==> src/include/vocs_regs.vh <==
// Constants for the video output conditioner and serializer.
`ifndef VOCS_REGS_VH
`define VOCS_REGS_VH

// ----------------------------------------------------------------------
// Output formats
// ----------------------------------------------------------------------
`define VOCS_MODE_BAYER     3'h0
`define VOCS_MODE_YUV       3'h1
`define VOCS_MODE_RGB565    3'h2
`define VOCS_MODE_RGB444    3'h3
`define VOCS_MODE_RGB666    3'h4
`define VOCS_MODE_JPEG      3'h5

// ----------------------------------------------------------------------
// Frame strobe transfer units
// ----------------------------------------------------------------------
`define VOCS_UNIT_BYTE      2'h0
`define VOCS_UNIT_LINE      2'h1
`define VOCS_UNIT_IMAGE     2'h2

// ----------------------------------------------------------------------
// Reserved byte values and their substitutes
// ----------------------------------------------------------------------
`define VOCS_RSV_HIGH       8'hff
`define VOCS_RSV_LOW        8'h00
`define VOCS_NEAR_HIGH      8'hfe
`define VOCS_NEAR_LOW       8'h01
`define VOCS_565_1ST_HIGH   8'hf7
`define VOCS_565_1ST_LOW    8'h08
`define VOCS_444_1ST_HIGH   8'hef
`define VOCS_444_1ST_LOW    8'h10
`define VOCS_444_2ND_HIGH   8'hf0

// ----------------------------------------------------------------------
// Serial word and timing
// ----------------------------------------------------------------------
`define VOCS_WORD_BITS      8
`define VOCS_FIFO_DEPTH     8
`define VOCS_CLK_MHZ        10
`define VOCS_SCLK_HALF_NS   200
`define VOCS_SCLK_HALF_CYC  ((`VOCS_SCLK_HALF_NS*`VOCS_CLK_MHZ+999)/1000)

`endif

==> src/verilog/vocs_serializer.v <==
// Pixel byte conditioner, output FIFO and serial video transmitter.
`timescale 1ns/1ps
`default_nettype none
`include "vocs_regs.vh"


// ----------------------------------------------------------------------
// Output FIFO
// ----------------------------------------------------------------------
module vocs_fifo #(
    parameter W     = 10,
    parameter DEPTH = `VOCS_FIFO_DEPTH,
    parameter AW    = 3
) (
    input  wire         i_ref_clk,
    input  wire         i_rst_b,
    input  wire [W-1:0] i_wr_data,
    input  wire         i_wr_valid,
    output reg          o_wr_ready,
    output wire [W-1:0] o_rd_data,
    output reg          o_rd_valid,
    input  wire         i_rd_ready
);
    localparam [31:0]   LAST_W = DEPTH - 1;
    localparam [31:0]   FULL_W = DEPTH;
    localparam [AW-1:0] LAST  = LAST_W[AW-1:0];
    localparam [AW:0]   FULLC = FULL_W[AW:0];
    localparam [AW:0]   ONE   = {{AW{1'b0}}, 1'b1};

    reg  [W-1:0]  mem [0:DEPTH-1];
    reg  [AW-1:0] wp;
    reg  [AW-1:0] rp;
    reg  [AW:0]   cnt;
    reg  [AW:0]   next_cnt;
    wire          wr = i_wr_valid & o_wr_ready;
    wire          rd = i_rd_ready & o_rd_valid;

    assign o_rd_data = mem[rp];

    always @* begin
        next_cnt = cnt;
        if (wr & ~rd) begin
            next_cnt = cnt + ONE;
        end else if (rd & ~wr) begin
            next_cnt = cnt - ONE;
        end
    end

    // The array has no reset so that it can map onto plain storage.
    always @(posedge i_ref_clk) begin
        if (wr) begin
            mem[wp] <= i_wr_data;
        end
    end

    always @(posedge i_ref_clk or negedge i_rst_b) begin
        if (!i_rst_b) begin
            wp         <= {AW{1'b0}};
            rp         <= {AW{1'b0}};
            cnt        <= {(AW+1){1'b0}};
            o_wr_ready <= 1'b1;
            o_rd_valid <= 1'b0;
        end else begin
            if (wr) begin
                wp <= (wp == LAST) ? {AW{1'b0}} : wp + 1'b1;
            end
            if (rd) begin
                rp <= (rp == LAST) ? {AW{1'b0}} : rp + 1'b1;
            end
            cnt        <= next_cnt;
            // Both flags come from the next count, so they never lag a
            // write or a read and the ports stay plain flop outputs.
            o_wr_ready <= (next_cnt != FULLC);
            o_rd_valid <= (next_cnt != {(AW+1){1'b0}});
        end
    end
endmodule // vocs_fifo

// ----------------------------------------------------------------------
// Conditioner and serial transmitter
// ----------------------------------------------------------------------
module vocs_serializer #(
    parameter HALF_CYC = `VOCS_SCLK_HALF_CYC,
    parameter DEPTH    = `VOCS_FIFO_DEPTH
) (
    input  wire       i_ref_clk,
    input  wire       i_rst_b,
    input  wire       i_markers_en,
    input  wire [2:0] i_out_mode,
    input  wire       i_ssi_mode,
    input  wire [1:0] i_frame_unit,
    input  wire       i_strobe_hold,
    input  wire       i_clk_continuous,
    input  wire       i_clk_2x,
    input  wire [7:0] i_pix_data,
    input  wire       i_pix_second,
    input  wire       i_pix_line_end,
    input  wire       i_pix_frame_end,
    input  wire       i_pix_valid,
    output wire       o_pix_ready,
    output reg        o_serial_out_clock,
    output reg        o_serial_out_line,
    output reg        o_serial_frame_strobe,
    output reg        o_busy
);
    localparam [1:0] ST_IDLE   = 2'h0;
    localparam [1:0] ST_STROBE = 2'h1;
    localparam [1:0] ST_SHIFT  = 2'h2;
    localparam [31:0] DIV_W    = HALF_CYC - 1;
    localparam [31:0] BIT_W    = `VOCS_WORD_BITS - 1;
    localparam [7:0]  DIV_LAST = DIV_W[7:0];
    localparam [2:0]  BIT_LAST = BIT_W[2:0];

    // ------------------------------------------------------------------
    // Marker emulation guard
    // ------------------------------------------------------------------
    function [7:0] clamp;
        input [7:0] d;
        input [7:0] hi;
        input [7:0] lo;
        begin
            if (d == `VOCS_RSV_HIGH) begin
                clamp = hi;
            end else if (d == `VOCS_RSV_LOW) begin
                clamp = lo;
            end else begin
                clamp = d;
            end
        end
    endfunction

    function [7:0] condition;
        input [2:0] mode;
        input       second;
        input [7:0] d;
        begin
            case (mode)
                `VOCS_MODE_BAYER: begin
                    condition = clamp(d, `VOCS_NEAR_HIGH,
                                      `VOCS_NEAR_LOW);
                end
                `VOCS_MODE_RGB666: begin
                    condition = clamp(d, `VOCS_NEAR_HIGH,
                                      `VOCS_NEAR_LOW);
                end
                `VOCS_MODE_RGB565: begin
                    if (second) begin
                        condition = clamp(d, `VOCS_NEAR_HIGH,
                                          `VOCS_NEAR_LOW);
                    end else begin
                        condition = clamp(d, `VOCS_565_1ST_HIGH,
                                          `VOCS_565_1ST_LOW);
                    end
                end
                `VOCS_MODE_RGB444: begin
                    if (second) begin
                        condition = clamp(d, `VOCS_444_2ND_HIGH,
                                          `VOCS_NEAR_LOW);
                    end else begin
                        condition = clamp(d, `VOCS_444_1ST_HIGH,
                                          `VOCS_444_1ST_LOW);
                    end
                end
                `VOCS_MODE_YUV: begin
                    condition = d;
                end
                default: begin
                    // JPEG and ancillary bytes are not told apart.
                    condition = d;
                end
            endcase
        end
    endfunction

    // Tells whether the byte just sent closes the current strobe unit.
    function unit_end;
        input [1:0] unit;
        input       line_end;
        input       frame_end;
        begin
            case (unit)
                `VOCS_UNIT_BYTE:  unit_end = 1'b1;
                `VOCS_UNIT_LINE:  unit_end = line_end;
                `VOCS_UNIT_IMAGE: unit_end = frame_end;
                default:          unit_end = 1'b1;
            endcase
        end
    endfunction

    // Conditioning happens before the FIFO, so the stored byte is final.
    wire [7:0] cond_data = i_markers_en ?
        condition(i_out_mode, i_pix_second, i_pix_data) : i_pix_data;

    // ------------------------------------------------------------------
    // Output FIFO
    // ------------------------------------------------------------------
    wire [9:0] fifo_data;
    wire       fifo_valid;
    wire       pop;

    vocs_fifo #(
        .W     (10),
        .DEPTH (DEPTH),
        .AW    (3)
    ) u_fifo (
        .i_ref_clk  (i_ref_clk),
        .i_rst_b    (i_rst_b),
        .i_wr_data  ({i_pix_frame_end, i_pix_line_end, cond_data}),
        .i_wr_valid (i_pix_valid),
        .o_wr_ready (o_pix_ready),
        .o_rd_data  (fifo_data),
        .o_rd_valid (fifo_valid),
        .i_rd_ready (pop)
    );

    // ------------------------------------------------------------------
    // Serial clock divider
    // ------------------------------------------------------------------
    // The divider runs free, so serial edges always sit on one grid, and a
    // gated clock restarts on the first tick at which run_clk is high again.
    reg  [7:0] div_cnt;
    wire       tick = (div_cnt == DIV_LAST);

    always @(posedge i_ref_clk or negedge i_rst_b) begin
        if (!i_rst_b) begin
            div_cnt <= 8'h00;
        end else begin
            div_cnt <= tick ? 8'h00 : div_cnt + 8'h01;
        end
    end

    // ------------------------------------------------------------------
    // Transmit sequencer
    // ------------------------------------------------------------------
    reg  [1:0] state;
    reg  [1:0] next_state;
    reg        sub;
    reg  [7:0] shreg;
    reg  [2:0] bitcnt;
    reg        cur_line_end;
    reg        cur_frame_end;
    reg        unit_start;

    // A data bit boundary is a rising serial edge; in 2X mode only
    // every second rising edge carries a new bit.
    wire rise     = tick & ~o_serial_out_clock;
    wire bit_edge = rise & (~i_clk_2x | sub);
    wire last_bit = (bitcnt == 3'h0);
    // A new strobe is needed for every byte, or at the start of a unit.
    wire need_frm = i_ssi_mode &
        ((i_frame_unit == `VOCS_UNIT_BYTE) | unit_start);
    wire cur_done = unit_end(i_frame_unit, cur_line_end, cur_frame_end);
    wire ready_ld = (state == ST_IDLE) |
        ((state == ST_SHIFT) & last_bit);

    assign pop = bit_edge & fifo_valid &
        ((state == ST_STROBE) | (ready_ld & ~need_frm));

    always @* begin
        next_state = state;
        if (bit_edge) begin
            case (state)
                ST_IDLE: begin
                    if (fifo_valid) begin
                        next_state = need_frm ? ST_STROBE : ST_SHIFT;
                    end
                end
                ST_STROBE: begin
                    next_state = ST_SHIFT;
                end
                ST_SHIFT: begin
                    if (last_bit) begin
                        if (!fifo_valid) begin
                            next_state = ST_IDLE;
                        end else if (need_frm) begin
                            next_state = ST_STROBE;
                        end
                    end
                end
                default: begin
                    next_state = ST_IDLE;
                end
            endcase
        end
    end

    // Gating only ever stops the clock while it is low, so the receiver
    // never sees a runt high phase.
    wire run_clk = (next_state != ST_IDLE) |
        (i_ssi_mode & i_clk_continuous);

    always @(posedge i_ref_clk or negedge i_rst_b) begin
        if (!i_rst_b) begin
            state                 <= ST_IDLE;
            sub                   <= 1'b0;
            shreg                 <= 8'h00;
            bitcnt                <= 3'h0;
            cur_line_end          <= 1'b0;
            cur_frame_end         <= 1'b0;
            unit_start            <= 1'b1;
            o_serial_out_clock    <= 1'b0;
            o_serial_out_line     <= 1'b0;
            o_serial_frame_strobe <= 1'b0;
            o_busy                <= 1'b0;
        end else begin
            state  <= next_state;
            o_busy <= (next_state != ST_IDLE) | fifo_valid;
            if (tick) begin
                if (o_serial_out_clock) begin
                    o_serial_out_clock <= 1'b0;
                end else begin
                    o_serial_out_clock <= run_clk;
                    sub                <= i_clk_2x & ~sub;
                end
            end
            if (bit_edge) begin
                if (pop) begin
                    // Load drives the MSB on this rising edge.
                    shreg             <= {fifo_data[6:0], 1'b0};
                    o_serial_out_line <= fifo_data[7];
                    bitcnt            <= BIT_LAST;
                    cur_line_end      <= fifo_data[8];
                    cur_frame_end     <= fifo_data[9];
                    unit_start <= unit_end(i_frame_unit, fifo_data[8],
                                           fifo_data[9]);
                    if (!i_strobe_hold) begin
                        o_serial_frame_strobe <= 1'b0;
                    end
                end else if (next_state == ST_STROBE) begin
                    o_serial_frame_strobe <= 1'b1;
                    o_serial_out_line     <= 1'b0;
                end else if ((state == ST_SHIFT) & ~last_bit) begin
                    o_serial_out_line <= shreg[7];
                    shreg             <= {shreg[6:0], 1'b0};
                    bitcnt            <= bitcnt - 3'h1;
                end else if (state == ST_SHIFT) begin
                    o_serial_out_line <= 1'b0;
                end
                if ((state == ST_SHIFT) & last_bit & cur_done &
                    (next_state != ST_STROBE)) begin
                    o_serial_frame_strobe <= 1'b0;
                end
            end
        end
    end
endmodule // vocs_serializer

`default_nettype wire

==> config.mk <==
export PLATFORM = sky130hd
export DESIGN_NAME = vocs_serializer
export DESIGN_NICKNAME = d
export VERILOG_FILES = /design/src/verilog/vocs_serializer.v
export VERILOG_INCLUDE_DIRS = /design/src /design/src/include
export SDC_FILE = /design/constraint.sdc
export NUM_CORES = 1
export LEC_CHECK = 0
export BUFFER_PORTS_ARGS = -buffer_cell sky130_fd_sc_hd__clkbuf_2
export CORE_MARGIN = 3
export CORE_UTILIZATION = 45
export CTS_BUF_LIST = sky130_fd_sc_hd__clkbuf_8
export DETAILED_ROUTE_END_ITERATION = 8
export SLEW_MARGIN = 10
export SYNTH_ARGS = -nofsm -noshare
export SYNTH_HDL_FRONTEND = slang
export SYNTH_SLANG_ARGS = --single-unit
==> constraint.sdc <==
create_clock -name i_ref_clk -period 2.7 [get_ports i_ref_clk]
set_clock_uncertainty 0.2 [all_clocks]
set_input_delay 0.54 -clock i_ref_clk [delete_from_list [all_inputs] [get_ports i_ref_clk]]
set_output_delay 0.54 -clock i_ref_clk [all_outputs]
set_load 0.005 [all_outputs]
# After elaboration in Yosys (flattened, before gate mapping)
# Memories as Yosys holds them, arrays and structs flattened.
# Cells that the tools add are included.
[op_classes] n_shift=0 bitwise=29 n_addsub=6 mul=0 magnitude_cmp=0 n_mux=42 reduce_logical=16 div=0 eq_ne=16
[op_table] operator="2-to-1 mux 8 bit" count=14
[op_table] operator="case mux 8 bit (3 select lines)" count=1
[op_table] operator="bitwise AND 1 bit" count=16
[op_table] operator="2-to-1 mux 3 bit" count=5
[op_table] operator="2-to-1 mux 2 bit" count=6
[op_table] operator="2-to-1 mux 1 bit" count=11
[op_table] operator="equality test 3 bit (second input constant)" count=3
[op_table] operator="adder 8 x 1 -> 8 bit (second input constant)" count=1
[op_table] operator="equality test 8 x 1 -> 1 bit (second input constant)" count=1
[op_table] operator="equality test 8 bit (second input constant)" count=1
[op_table] operator="logical NOT 8 bit" count=1
[op_table] operator="2-to-1 mux 4 bit" count=2
[op_table] operator="nonzero test 4 bit" count=2
[op_table] operator="NOT 1 bit" count=7
[op_table] operator="adder 3 x 1 -> 3 bit (second input constant)" count=2
[op_table] operator="equality test 2 x 1 -> 1 bit (second input constant)" count=3
[op_table] operator="equality test 3 x 2 -> 1 bit (second input constant)" count=2
[op_table] operator="logical NOT 3 bit" count=2
[op_table] operator="bitwise OR 1 bit" count=6
[op_table] operator="case mux 2 bit (3 select lines)" count=1
[op_table] operator="AND reduction 2 bit" count=3
[op_table] operator="AND reduction 3 bit" count=2
[op_table] operator="adder 4 x 1 -> 4 bit (second input constant)" count=1
[op_table] operator="equality test 2 bit (second input constant)" count=2
[op_table] operator="10 further kinds" count=14
[totals] elab_cells=127 latchBits=0 in_bits=24 ramBits=80 register_bits=41 mem_count=1 output_inout_bits=5 rom_bits=0
[memory_table] memory="u_fifo.mem" depth=8 word_bits=10 read_ports=1 rd_clocked_by_memory_dff=0 wr=1 line_no="vocs_serializer.v:30" text="reg [W-1:0] mem [0:DEPTH-1];"

# Longest topological paths before layout
# Gate-level depths: netlist of the first run.
[depth] ltp_word=12 depth_mapped=9 mapped_depth_nobuf=8

# By module
# Synthesis of the first run repeated with hierarchy kept, for this count alone.
[hier_totals] cells_unflattened=364 hier_area_um2=5441.5
[modules_own_cells] module="vocs_fifo" n_inst=1 seq_area_each_um2=2703.8 cells_each=195 area_each_um2=3774.9
[modules_own_cells] module="vocs_serializer" n_inst=1 seq_area_each_um2=701.9 cells_each=169 area_each_um2=1666.6

# Worst setup path after synthesis of the first run
# Ideal clock, no wire load.
[synth_timing] path_kind="reg-to-reg" startpoint="register div_cnt[1]" endpoint="register u_fifo.o_rd_valid" required_ns=2.369 path_slack_ns=0.020 setup_time_ns=0.131 n_path_buf=0 period_less_slack_ns=2.680 path_stages_with_launch=9 t_arrival_ns=2.349 path_cell_list="dfrtp_1 > inv_1 > ha_1 > or4b_4 > a2111oi_4 > nand3_1 > o2bb2a_4 > xnor2_2 > or3_1"
[synth_between] elab_chain_cells=10 word_cells_on_any_way=12 classes_between="eq/ne: 1; mux: 2; bitwise: 8; reduce/logical: 1"
[synth_rtl] item="start, declared" line_no="vocs_serializer.v:221" text="reg [7:0] div_cnt;"
[synth_rtl] item="start signal, assigned" line_no="vocs_serializer.v:228" text="div_cnt <= tick ? 8'h00 : div_cnt + 8'h01;"
[synth_rtl] item="equality test 8 x 1 -> 1 bit *" line_no="vocs_serializer.v:222" text="wire tick = (div_cnt == DIV_LAST);"
[synth_rtl] item="bitwise AND 1 bit *" line_no="vocs_serializer.v:246" text="wire rise = tick & ~o_serial_out_clock;"
[synth_rtl] item="bitwise AND 1 bit *" line_no="vocs_serializer.v:247" text="wire bit_edge = rise & (~i_clk_2x | sub);"
[synth_rtl] item="bitwise AND 1 bit * (2 in a row)" line_no="vocs_serializer.v:256" text="assign pop = bit_edge & fifo_valid &"
[synth_rtl] item="bitwise AND 1 bit *" line_no="vocs_serializer.v:36" text="wire rd = i_rd_ready & o_rd_valid;"
[synth_rtl] item="bitwise AND 1 bit or NOT 1 bit (tied branches)" line_no="vocs_serializer.v:44, vocs_serializer.v:42"
[synth_rtl] item="2-to-1 mux 4 bit or bitwise AND 1 bit (tied branches)" line_no="vocs_serializer.v:44, vocs_serializer.v:42"
[synth_rtl] item="2-to-1 mux 4 bit *" line_no="vocs_serializer.v:42" text="if (wr & ~rd) begin"
[synth_rtl] item="net u_fifo.next_cnt[2]" line_no="vocs_serializer.v:34" text="reg [AW:0] next_cnt;"
[synth_rtl] item="nonzero test 4 bit *" line_no="vocs_serializer.v:74" text="o_rd_valid <= (next_cnt != {(AW+1){1'b0}});"
[synth_rtl] item="end signal, assigned" line_no="vocs_serializer.v:74"
[synth_rtl] item="end, declared" line_no="vocs_serializer.v:21" text="output reg o_rd_valid,"
# Mark *: on every way through the listed nets, which the timed path passes. The rest lies on a longest branch.
# A chain may end at the register's enable or synchronous reset.

# Final worst setup path of the first run
# Ends and elaborated chain as after synthesis.

==> flow_results.xml, run 1 <==
<?xml version="1.0" encoding="UTF-8"?>
<metrics>
  <group name="power_and_ir_drop">
    <metric name="share_seq_of_total_power" unit="%">43.2</metric>
    <metric name="design_power" unit="µW">6280</metric>
    <metric name="combinational_share_of_power" unit="%">31.4</metric>
    <metric name="power.density_cell_area" unit="mW/mm²">1010</metric>
    <metric name="switchingPower" unit="µW">2000</metric>
    <metric name="internal_power" unit="µW">4280</metric>
    <metric name="peakVddDrop" unit="mV">0.623</metric>
    <metric name="power_leakage" unit="µW">0.00239</metric>
    <metric name="switching_share" unit="%">31.9</metric>
    <metric name="clock_network_power_share" unit="%">25.4</metric>
  </group>
  <group name="worst_hold_path">
    <metric name="holdCritPathClass" unit="">input port to flip-flop</metric>
    <metric name="whs_path_depth" unit="">1</metric>
  </group>
  <group name="die">
    <metric name="floorplan.die.height" unit="µm">115</metric>
    <metric name="io_pins" unit="">29</metric>
    <metric name="die-area" unit="mm²">0.0132</metric>
    <metric name="floorplan.initialDensity" unit="%">46.4</metric>
    <metric name="std_cell_rows" unit="">39</metric>
    <metric name="fp.dieW" unit="µm">115</metric>
    <metric name="coreArea" unit="mm²">0.0115</metric>
  </group>
  <group name="final_layout">
    <metric name="area.growth.synth_to_final" unit="%">16.8</metric>
    <metric name="finish.net_count" unit="">457</metric>
    <metric name="num-fill-cells" unit="">950</metric>
    <metric name="layout_common_cells" unit="">sky130_fd_sc_hd__edfxtp_1 (80), sky130_fd_sc_hd__dfrtp_1 (38), sky130_fd_sc_hd__clkbuf_2 (28)</metric>
    <metric name="fraction_of_layout_instances_using_a_drive_strength_above_1" unit="%">29.2</metric>
    <metric name="most_common_cell_after_layout_fill_and_taps_aside" unit="">sky130_fd_sc_hd__edfxtp_1</metric>
    <metric name="final-instance-count-excl-fill" unit="">575</metric>
    <metric name="antenna_cells" unit="">0</metric>
  </group>
  <group name="global_route">
    <metric name="first_global_vias" unit="">3060</metric>
    <metric name="grt_antenna_before_repair" unit="">0</metric>
    <metric name="grt_max_degree" unit="">25</metric>
    <metric name="grt_usage" unit="%">16.4</metric>
    <metric name="grt_overflow" unit="">0</metric>
    <metric name="grt_first_pass_wirelength" unit="µm">16000</metric>
  </group>
  <group name="clock_network">
    <metric name="cts_sinks" unit="">120</metric>
    <metric name="cts_made_buffers" unit="">17</metric>
    <metric name="clk_latency" unit="ps">430</metric>
    <metric name="clkTransAtPathRegs" unit="ps">70</metric>
    <metric name="cts_tree" unit="">built</metric>
    <metric name="cts_max_level" unit="">4</metric>
    <metric name="clock-root-buffer" unit="">sky130_fd_sc_hd__clkbuf_8</metric>
    <metric name="cts.path.max_buffers" unit="">2</metric>
  </group>
  <group name="synthesis">
    <metric name="synth_cells" unit="">362</metric>
    <metric name="synthFlopType" unit="">sky130_fd_sc_hd__edfxtp_1</metric>
    <metric name="ys_seq_area_share" unit="%">64.0</metric>
    <metric name="avgSynthCellArea" unit="µm²">14.7</metric>
    <metric name="synth_area" unit="mm²">0.00532</metric>
    <metric name="mappedNetlistNets" unit="">399</metric>
    <metric name="ys.warnings.count" unit="">0</metric>
    <metric name="asyncSetResetFlopFracSynth" unit="%">33.3</metric>
    <metric name="synth_edf_count" unit="">80</metric>
    <metric name="post_synthesis_sequential_element_count" unit="">120</metric>
    <metric name="synth_cell_types" unit="">55</metric>
  </group>
  <group name="run_status">
    <metric name="run_status" unit="">finished clean</metric>
  </group>
  <group name="route">
    <metric name="via_count" unit="">3052</metric>
    <metric name="first_drt_iteration_drcs" unit="">192</metric>
    <metric name="vias_per_cell" unit="">5.31</metric>
    <metric name="detail_route.first_pass.iterations" unit="">4</metric>
    <metric name="routed_wl" unit="µm">9750</metric>
    <metric name="postRouteAntennaNets" unit="">0</metric>
    <metric name="wire_per_inst" unit="µm">17.0</metric>
    <metric name="drc" unit="">0</metric>
  </group>
  <group name="setup_path">
    <metric name="cp_data_required_time" unit="ps">2800</metric>
    <metric name="timing.reg2reg.worst_path_depth" unit="">9</metric>
    <metric name="setup.worst_path.class" unit="">flip-flop to flip-flop</metric>
    <metric name="path_cells" unit="">inv_1, ha_1, or4b_4, a2111oi_4, buf_4, nand3_2, o2bb2a_4, xnor2_2, or3_1</metric>
    <metric name="crit_path_start_kind" unit="">flip-flop</metric>
    <metric name="cp_data_arrival_time" unit="ps">2790</metric>
    <metric name="critical-path-slowest-cell" unit="">sky130_fd_sc_hd__or4b_4</metric>
    <metric name="critPathMaxFanout" unit="">4</metric>
    <metric name="max_stage_delay" unit="ps">490</metric>
    <metric name="critPathCaptureType" unit="">flip-flop</metric>
  </group>
  <group name="timing">
    <metric name="setup_viol" unit="">0</metric>
    <metric name="report.final.slew_viol_count" unit="">0</metric>
    <metric name="maxSlewHeadroom" unit="%">62.8</metric>
    <metric name="tns" unit="ps">0</metric>
    <metric name="report.final.hold_viol_count" unit="">0</metric>
    <metric name="max_freq" unit="GHz">0.373</metric>
    <metric name="worst_hold_slack" unit="ps">202</metric>
    <metric name="grt_setup_unrepaired" unit="">true</metric>
    <metric name="finalWorstPathRequiredPeriod" unit="ps">2680</metric>
    <metric name="final_min_period_over_clock_period" unit="%">99.4</metric>
    <metric name="timing_worst_slew_pin_value" unit="ps">558</metric>
    <metric name="setup_slack" unit="ps">16.6</metric>
  </group>
  <group name="placement">
    <metric name="pre_cts_slack" unit="ps">-47.1</metric>
    <metric name="hpwlAfterDp" unit="µm">6370</metric>
    <metric name="routability_congestion" unit="">0.782</metric>
    <metric name="port_buffers" unit="">28</metric>
    <metric name="place.detailed.instances" unit="">542</metric>
  </group>
  <group name="job">
    <metric name="cap_viol_max_count" unit="">0</metric>
  </group>
</metrics>
-- per-layer routing --
metal / wire, µm / GRT usage (%)
met5: 0 / 0
met4: 76 / 5.40
met3: 399 / 5.26
met2: 4840 / 25.8
met1: 4440 / 21.8
-- registers in the layout, indices dropped and copies added (netlist names), 2 cells and up --
register / count
div_cnt: 8
u_fifo.rp: 3
bitcnt: 3
u_fifo.mem: 80
u_fifo.cnt: 4
u_fifo.wp: 3
shreg: 7
state: 2
-- kinds of logic (layout without fill, tap and decap cells) --
family	count (synthesis)	in the layout	share of synthesized area, %
flip-flops	120	120	64.0
AND/OR/NAND/NOR	91	91	8.98
AO/OA/AOI/OAI	64	64	8.44
multiplexers	33	33	11.0
buffers and inverters	31	101	2.66
adder cells (fa/ha/maj)	13	13	3.06
XOR/XNOR	10	10	1.93
-- final timing paths --
path | start | to | slack [ps]
max | div_cnt[1]$_DFF_PN0_ | u_fifo.o_rd_valid$_DFF_PN0_ | 20
max in group asynchronous | i_rst_b | unit_start$_DFFE_PN1P_ | 1580
min | i_pix_frame_end | u_fifo.mem[7][9]$_DFFE_PP_ | 200
max reg2reg | div_cnt[1]$_DFF_PN0_ | u_fifo.o_rd_valid$_DFF_PN0_ | 20
min reg2reg | div_cnt[7]$_DFF_PN0_ | div_cnt[7]$_DFF_PN0_ | 280
min in group asynchronous | i_rst_b | u_fifo.cnt[2]$_DFF_PN0_ | 420
-- critical path, delay by kind of cell, from the launching register on --
family                   cells  cell delay [ps]
adder cells (fa/ha/maj)      1              120
AND/OR/NAND/NOR              3              950
flip-flops                   1              380
buffers and inverters        2              260
XOR/XNOR                     1              140
AO/OA/AOI/OAI                2              520
-- power by group through the flow --
stage / Sequential (µW) / Clock (µW) / Combinational, µW
2_1_floorplan: 2620 / 0 / 1480
3_3_place_gp: 2740 / 0 / 1890
3_5_place_dp: 2750 / 0 / 1940
4_1_cts: 2720 / 1640 / 1950
5_1_grt: 2780 / 1720 / 2190
6_report: 2720 / 1590 / 1970
-- per-stage QoR --
step / util [%] / area, µm²
6_report: 54.2 / 6220
5_1_grt: 54.2 / 6220
4_1_cts: 53.9 / 6180
3_5_place_dp: 50.4 / 5780
3_3_place_gp: 50.4 / 5780
2_1_floorplan: - / 5320
-- synthesized netlist by cell type (2+ instances only) --
| cell type | instances | share of area (%) |
|---|---|---|
| sky130_fd_sc_hd__a21oi_1 | 21 | 2.0 |
| sky130_fd_sc_hd__xor2_1 | 2 | 0.33 |
| sky130_fd_sc_hd__buf_6 | 3 | 0.63 |
| sky130_fd_sc_hd__a21o_1 | 4 | 0.56 |
| sky130_fd_sc_hd__a211oi_1 | 7 | 0.99 |
| sky130_fd_sc_hd__xnor2_1 | 6 | 0.99 |
| sky130_fd_sc_hd__nor3_1 | 7 | 0.66 |
| sky130_fd_sc_hd__buf_2 | 2 | 0.19 |
| sky130_fd_sc_hd__dfstp_2 | 2 | 0.99 |
| sky130_fd_sc_hd__ha_1 | 13 | 3.1 |
| sky130_fd_sc_hd__and3_1 | 3 | 0.35 |
| sky130_fd_sc_hd__edfxtp_1 | 80 | 45 |
| sky130_fd_sc_hd__a21oi_2 | 2 | 0.33 |
| sky130_fd_sc_hd__and2_1 | 3 | 0.35 |
| sky130_fd_sc_hd__xnor2_2 | 2 | 0.61 |
| sky130_fd_sc_hd__a22oi_1 | 2 | 0.28 |
| sky130_fd_sc_hd__o31ai_1 | 2 | 0.28 |
| sky130_fd_sc_hd__nor2_1 | 19 | 1.3 |
| sky130_fd_sc_hd__buf_1 | 3 | 0.21 |
| sky130_fd_sc_hd__o21ai_0 | 14 | 1.3 |
| sky130_fd_sc_hd__or2_2 | 2 | 0.23 |
| sky130_fd_sc_hd__nand2_1 | 18 | 1.3 |
| sky130_fd_sc_hd__mux2_2 | 3 | 0.63 |
| sky130_fd_sc_hd__nand2b_1 | 5 | 0.59 |
| sky130_fd_sc_hd__mux2i_1 | 10 | 1.9 |
| sky130_fd_sc_hd__nand4_1 | 3 | 0.35 |
| sky130_fd_sc_hd__or3_1 | 2 | 0.23 |
| sky130_fd_sc_hd__mux4_2 | 20 | 8.5 |
| sky130_fd_sc_hd__nor4_1 | 3 | 0.35 |
| sky130_fd_sc_hd__clkbuf_1 | 8 | 0.56 |
| sky130_fd_sc_hd__nand3_1 | 8 | 0.75 |
| sky130_fd_sc_hd__inv_1 | 15 | 1.1 |
| sky130_fd_sc_hd__nor2b_1 | 9 | 1.1 |
| sky130_fd_sc_hd__dfrtp_1 | 38 | 18 |
-- what timing repair did --
item                                    CTS  global route
hold buffers                              1             0
cloned                                    0             0
endpoints found under the hold margin    38             0
pin swaps                                 1             3
endpoints found under the setup margin    2             3
setup buffers                             0             1
gates resized for setup                   0             7
-- cell type report --
class / count / area [µm²] / area share (%)
inverters: 15 / 56.3 / 0.906
multi-input cells: 211 / 1810 / 29.1
repair buffers: 55 / 378 / 6.08
clock inverters: 14 / 158 / 2.54
flip-flops and latches: 120 / 3410 / 54.8
clock buffers: 17 / 234 / 3.76
well taps: 143 / 179 / 2.88
No activity file was read; power rests on OpenSTA's default activity.
==> run 2: changes to the inputs <==
==> constraint.sdc (replaced) <==
create_clock -name i_ref_clk -period 3.2 [get_ports i_ref_clk]
set_clock_uncertainty 0.2 [all_clocks]
set_input_delay 0.64 -clock i_ref_clk [delete_from_list [all_inputs] [get_ports i_ref_clk]]
set_output_delay 0.64 -clock i_ref_clk [all_outputs]
set_load 0.005 [all_outputs]
==> run 2 against run 1 <==
Sequential cell count did not move. Hold slack got worse by 20 ps. Count of clock-buffer cells in the layout did not move. Register-to-register slack improved by 270 ps. Core utilization fell by 1.0 points. Sequential share of layout area rose by 1.1 points. Die area did not move. Design area fell by 1.9%. Combinational power fell by 21%. Sequential power fell by 15%. Power fell by 17%. Critical path type unchanged. Largest power group unchanged.
==> flow_results.xml, run 2 (synthesis results as in run 1) <==
<?xml version="1.0" encoding="UTF-8"?>
<metrics>
  <group name="run_status">
    <metric name="run_status" unit="">finished clean</metric>
  </group>
  <group name="timing">
    <metric name="max_freq" unit="GHz">0.343</metric>
    <metric name="report.final.hold_viol_count" unit="">0</metric>
    <metric name="grt_setup_unrepaired" unit="">false</metric>
    <metric name="timing_worst_slew_pin_value" unit="ps">998</metric>
    <metric name="tns" unit="ps">0</metric>
    <metric name="finalWorstPathRequiredPeriod" unit="ps">2910</metric>
    <metric name="final_min_period_over_clock_period" unit="%">91.0</metric>
    <metric name="maxSlewHeadroom" unit="%">33.5</metric>
    <metric name="setup_viol" unit="">0</metric>
    <metric name="report.final.slew_viol_count" unit="">0</metric>
  </group>
  <group name="final_layout">
    <metric name="antenna_cells" unit="">0</metric>
    <metric name="final_cell_area" unit="mm²">0.00610</metric>
    <metric name="layout_common_cells" unit="">sky130_fd_sc_hd__edfxtp_1 (80), sky130_fd_sc_hd__dfrtp_1 (38), sky130_fd_sc_hd__clkbuf_2 (28)</metric>
    <metric name="postLayoutCoreUtil" unit="%">53.2</metric>
    <metric name="largest_reg_flops" unit="">80</metric>
    <metric name="finish.net_count" unit="">447</metric>
    <metric name="registers.top_by_ff_count" unit="">u_fifo.mem</metric>
    <metric name="largest_registers" unit="">u_fifo.mem x80, div_cnt x8, shreg x7</metric>
    <metric name="most_common_cell_after_layout_fill_and_taps_aside" unit="">sky130_fd_sc_hd__edfxtp_1</metric>
    <metric name="fraction_of_layout_instances_using_a_drive_strength_above_1" unit="%">27.2</metric>
    <metric name="area.growth.synth_to_final" unit="%">14.6</metric>
  </group>
  <group name="worst_hold_path">
    <metric name="holdCritPathClass" unit="">input port to asynchronous set/reset pin</metric>
  </group>
  <group name="setup_path">
    <metric name="cp_data_required_time" unit="ps">3300</metric>
    <metric name="critPathCaptureType" unit="">flip-flop</metric>
    <metric name="path_cells" unit="">inv_1, ha_1, or4b_4, a2111oi_4, nand3_1, o2bb2a_4, xnor2_2, or3_1</metric>
    <metric name="cp_data_arrival_time" unit="ps">3010</metric>
    <metric name="critPathMaxFanout" unit="">5</metric>
    <metric name="crit_path_start_kind" unit="">flip-flop</metric>
    <metric name="critical-path-slowest-cell" unit="">sky130_fd_sc_hd__or4b_4</metric>
    <metric name="setup.worst_path.class" unit="">flip-flop to flip-flop</metric>
    <metric name="max_stage_delay" unit="ps">490</metric>
    <metric name="ff2ff_setup_slack" unit="ps">290</metric>
  </group>
  <group name="placement">
    <metric name="placedInstanceArea" unit="mm²">0.00569</metric>
    <metric name="port_buffers" unit="">28</metric>
    <metric name="hpwlAfterDp" unit="µm">6200</metric>
    <metric name="routability_congestion" unit="">0.758</metric>
  </group>
  <group name="route">
    <metric name="vias_per_cell" unit="">5.35</metric>
    <metric name="wire_per_inst" unit="µm">16.8</metric>
    <metric name="first_drt_iteration_drcs" unit="">178</metric>
    <metric name="via_count" unit="">3029</metric>
    <metric name="detail_route.first_pass.iterations" unit="">4</metric>
    <metric name="routed_wl" unit="µm">9530</metric>
    <metric name="drc" unit="">0</metric>
    <metric name="postRouteAntennaNets" unit="">0</metric>
  </group>
  <group name="clock_network">
    <metric name="cts_max_level" unit="">4</metric>
    <metric name="cts_made_buffers" unit="">17</metric>
    <metric name="clock-root-buffer" unit="">sky130_fd_sc_hd__clkbuf_8</metric>
    <metric name="cts_sinks" unit="">120</metric>
    <metric name="clkTransAtPathRegs" unit="ps">70</metric>
    <metric name="cts_setup_buffers" unit="">0</metric>
    <metric name="cts_tree" unit="">built</metric>
    <metric name="cts_hold_buf" unit="">0</metric>
    <metric name="cts.path.max_buffers" unit="">2</metric>
    <metric name="clk_latency" unit="ps">420</metric>
    <metric name="cts-resized-gates" unit="">0</metric>
  </group>
  <group name="power_and_ir_drop">
    <metric name="combinational_share_of_power" unit="%">29.6</metric>
    <metric name="internal_power" unit="µW">3560</metric>
    <metric name="power.density_cell_area" unit="mW/mm²">858</metric>
    <metric name="design_power" unit="µW">5230</metric>
    <metric name="switching_share" unit="%">31.9</metric>
    <metric name="peakVddDrop" unit="mV">0.416</metric>
    <metric name="power_leakage" unit="µW">0.00233</metric>
    <metric name="clock_network_power_share" unit="%">26.6</metric>
    <metric name="switchingPower" unit="µW">1670</metric>
    <metric name="share_seq_of_total_power" unit="%">43.9</metric>
  </group>
  <group name="global_route">
    <metric name="grt_usage" unit="%">16.0</metric>
    <metric name="grt_max_degree" unit="">41</metric>
    <metric name="grt_overflow" unit="">0</metric>
    <metric name="grt_first_pass_wirelength" unit="µm">15800</metric>
    <metric name="grt_antenna_before_repair" unit="">0</metric>
    <metric name="first_global_vias" unit="">3035</metric>
  </group>
  <group name="die">
    <metric name="die-area" unit="mm²">0.0132</metric>
    <metric name="io_pins" unit="">29</metric>
    <metric name="floorplan.initialDensity" unit="%">46.4</metric>
    <metric name="floorplan.die.height" unit="µm">115</metric>
    <metric name="std_cell_rows" unit="">39</metric>
    <metric name="fp.dieW" unit="µm">115</metric>
    <metric name="coreArea" unit="mm²">0.0115</metric>
  </group>
  <group name="job">
    <metric name="cap_viol_max_count" unit="">0</metric>
  </group>
</metrics>
-- run 2: cell count changes in the layout (fill, tap and decap cells not counted), moves of 2 or more --
| cell | delta |
|---|---|
| sky130_fd_sc_hd__clkinvlp_4 | -2 |
| sky130_fd_sc_hd__clkinv_4 | +2 |
| sky130_fd_sc_hd__buf_4 | -5 |
| sky130_fd_sc_hd__buf_12 | -2 |
| sky130_fd_sc_hd__inv_6 | +2 |
| sky130_fd_sc_hd__buf_6 | -2 |
-- run 2: power by group through the flow --
stage	logic, µW	registers [µW]	clock network [µW]
after floorplan	1250	2210	0
after global routing	1730	2350	1500
after detailed placement	1570	2330	0
final	1550	2300	1390
after CTS	1580	2300	1430
after global placement	1530	2320	0
-- run 2: final timing paths --
kind	end	cells past startpoint	startpoint
max reg2reg	u_fifo.o_rd_valid$_DFF_PN0_	8	div_cnt[1]$_DFF_PN0_
max in group asynchronous	shreg[3]$_DFFE_PN0P_	1	i_rst_b
min reg2reg	div_cnt[7]$_DFF_PN0_	1	div_cnt[7]$_DFF_PN0_
max	u_fifo.o_rd_valid$_DFF_PN0_	8	div_cnt[1]$_DFF_PN0_
min	u_fifo.cnt[3]$_DFF_PN0_	1	i_rst_b
min in group i_ref_clk	div_cnt[7]$_DFF_PN0_	1	div_cnt[7]$_DFF_PN0_
-- run 2: layer usage --
| layer | global-route usage, % | wire [µm] | part of all wire, % | up-vias |
|---|---|---|---|---|
| met5 | 0 | 0 | 0 | - |
| met4 | 4.93 | 83 | 0.87 | 0 |
| met3 | 4.95 | 421 | 4.4 | 8 |
| met2 | 25.5 | 4520 | 47 | 58 |
| met1 | 21.5 | 4500 | 47 | 1497 |
| li1 | - | - | - | 1466 |
-- run 2: final cells by class --
cell class                      instances  area [µm²]
Tap cell                              143         179
Multi-Input combinational cell        211        1780
Sequential cell                       120        3410
Fill cell                             958        5370
Timing Repair Buffer                   45         268
Inverter                               15        56.3
Clock buffer                           17         234
Clock inverter                         15         174
-- run 2: critical path: cells and delay by family (launching register included) --
family                   cells  cell delay [ps]
flip-flops                   1              400
AND/OR/NAND/NOR              3             1120
AO/OA/AOI/OAI                2              750
XOR/XNOR                     1              130
adder cells (fa/ha/maj)      1              120
buffers and inverters        1               60
-- run 2: through the flow --
step / setup WS, ps / hold WS [ps] / std cells
after floorplan: 520 / 144 / 362
after global placement: 331 / 277 / 534
after detailed placement: 269 / 274 / 534
after global routing: 84.7 / 252 / 566
final: 287 / 182 / 566
after CTS: 249 / 196 / 566
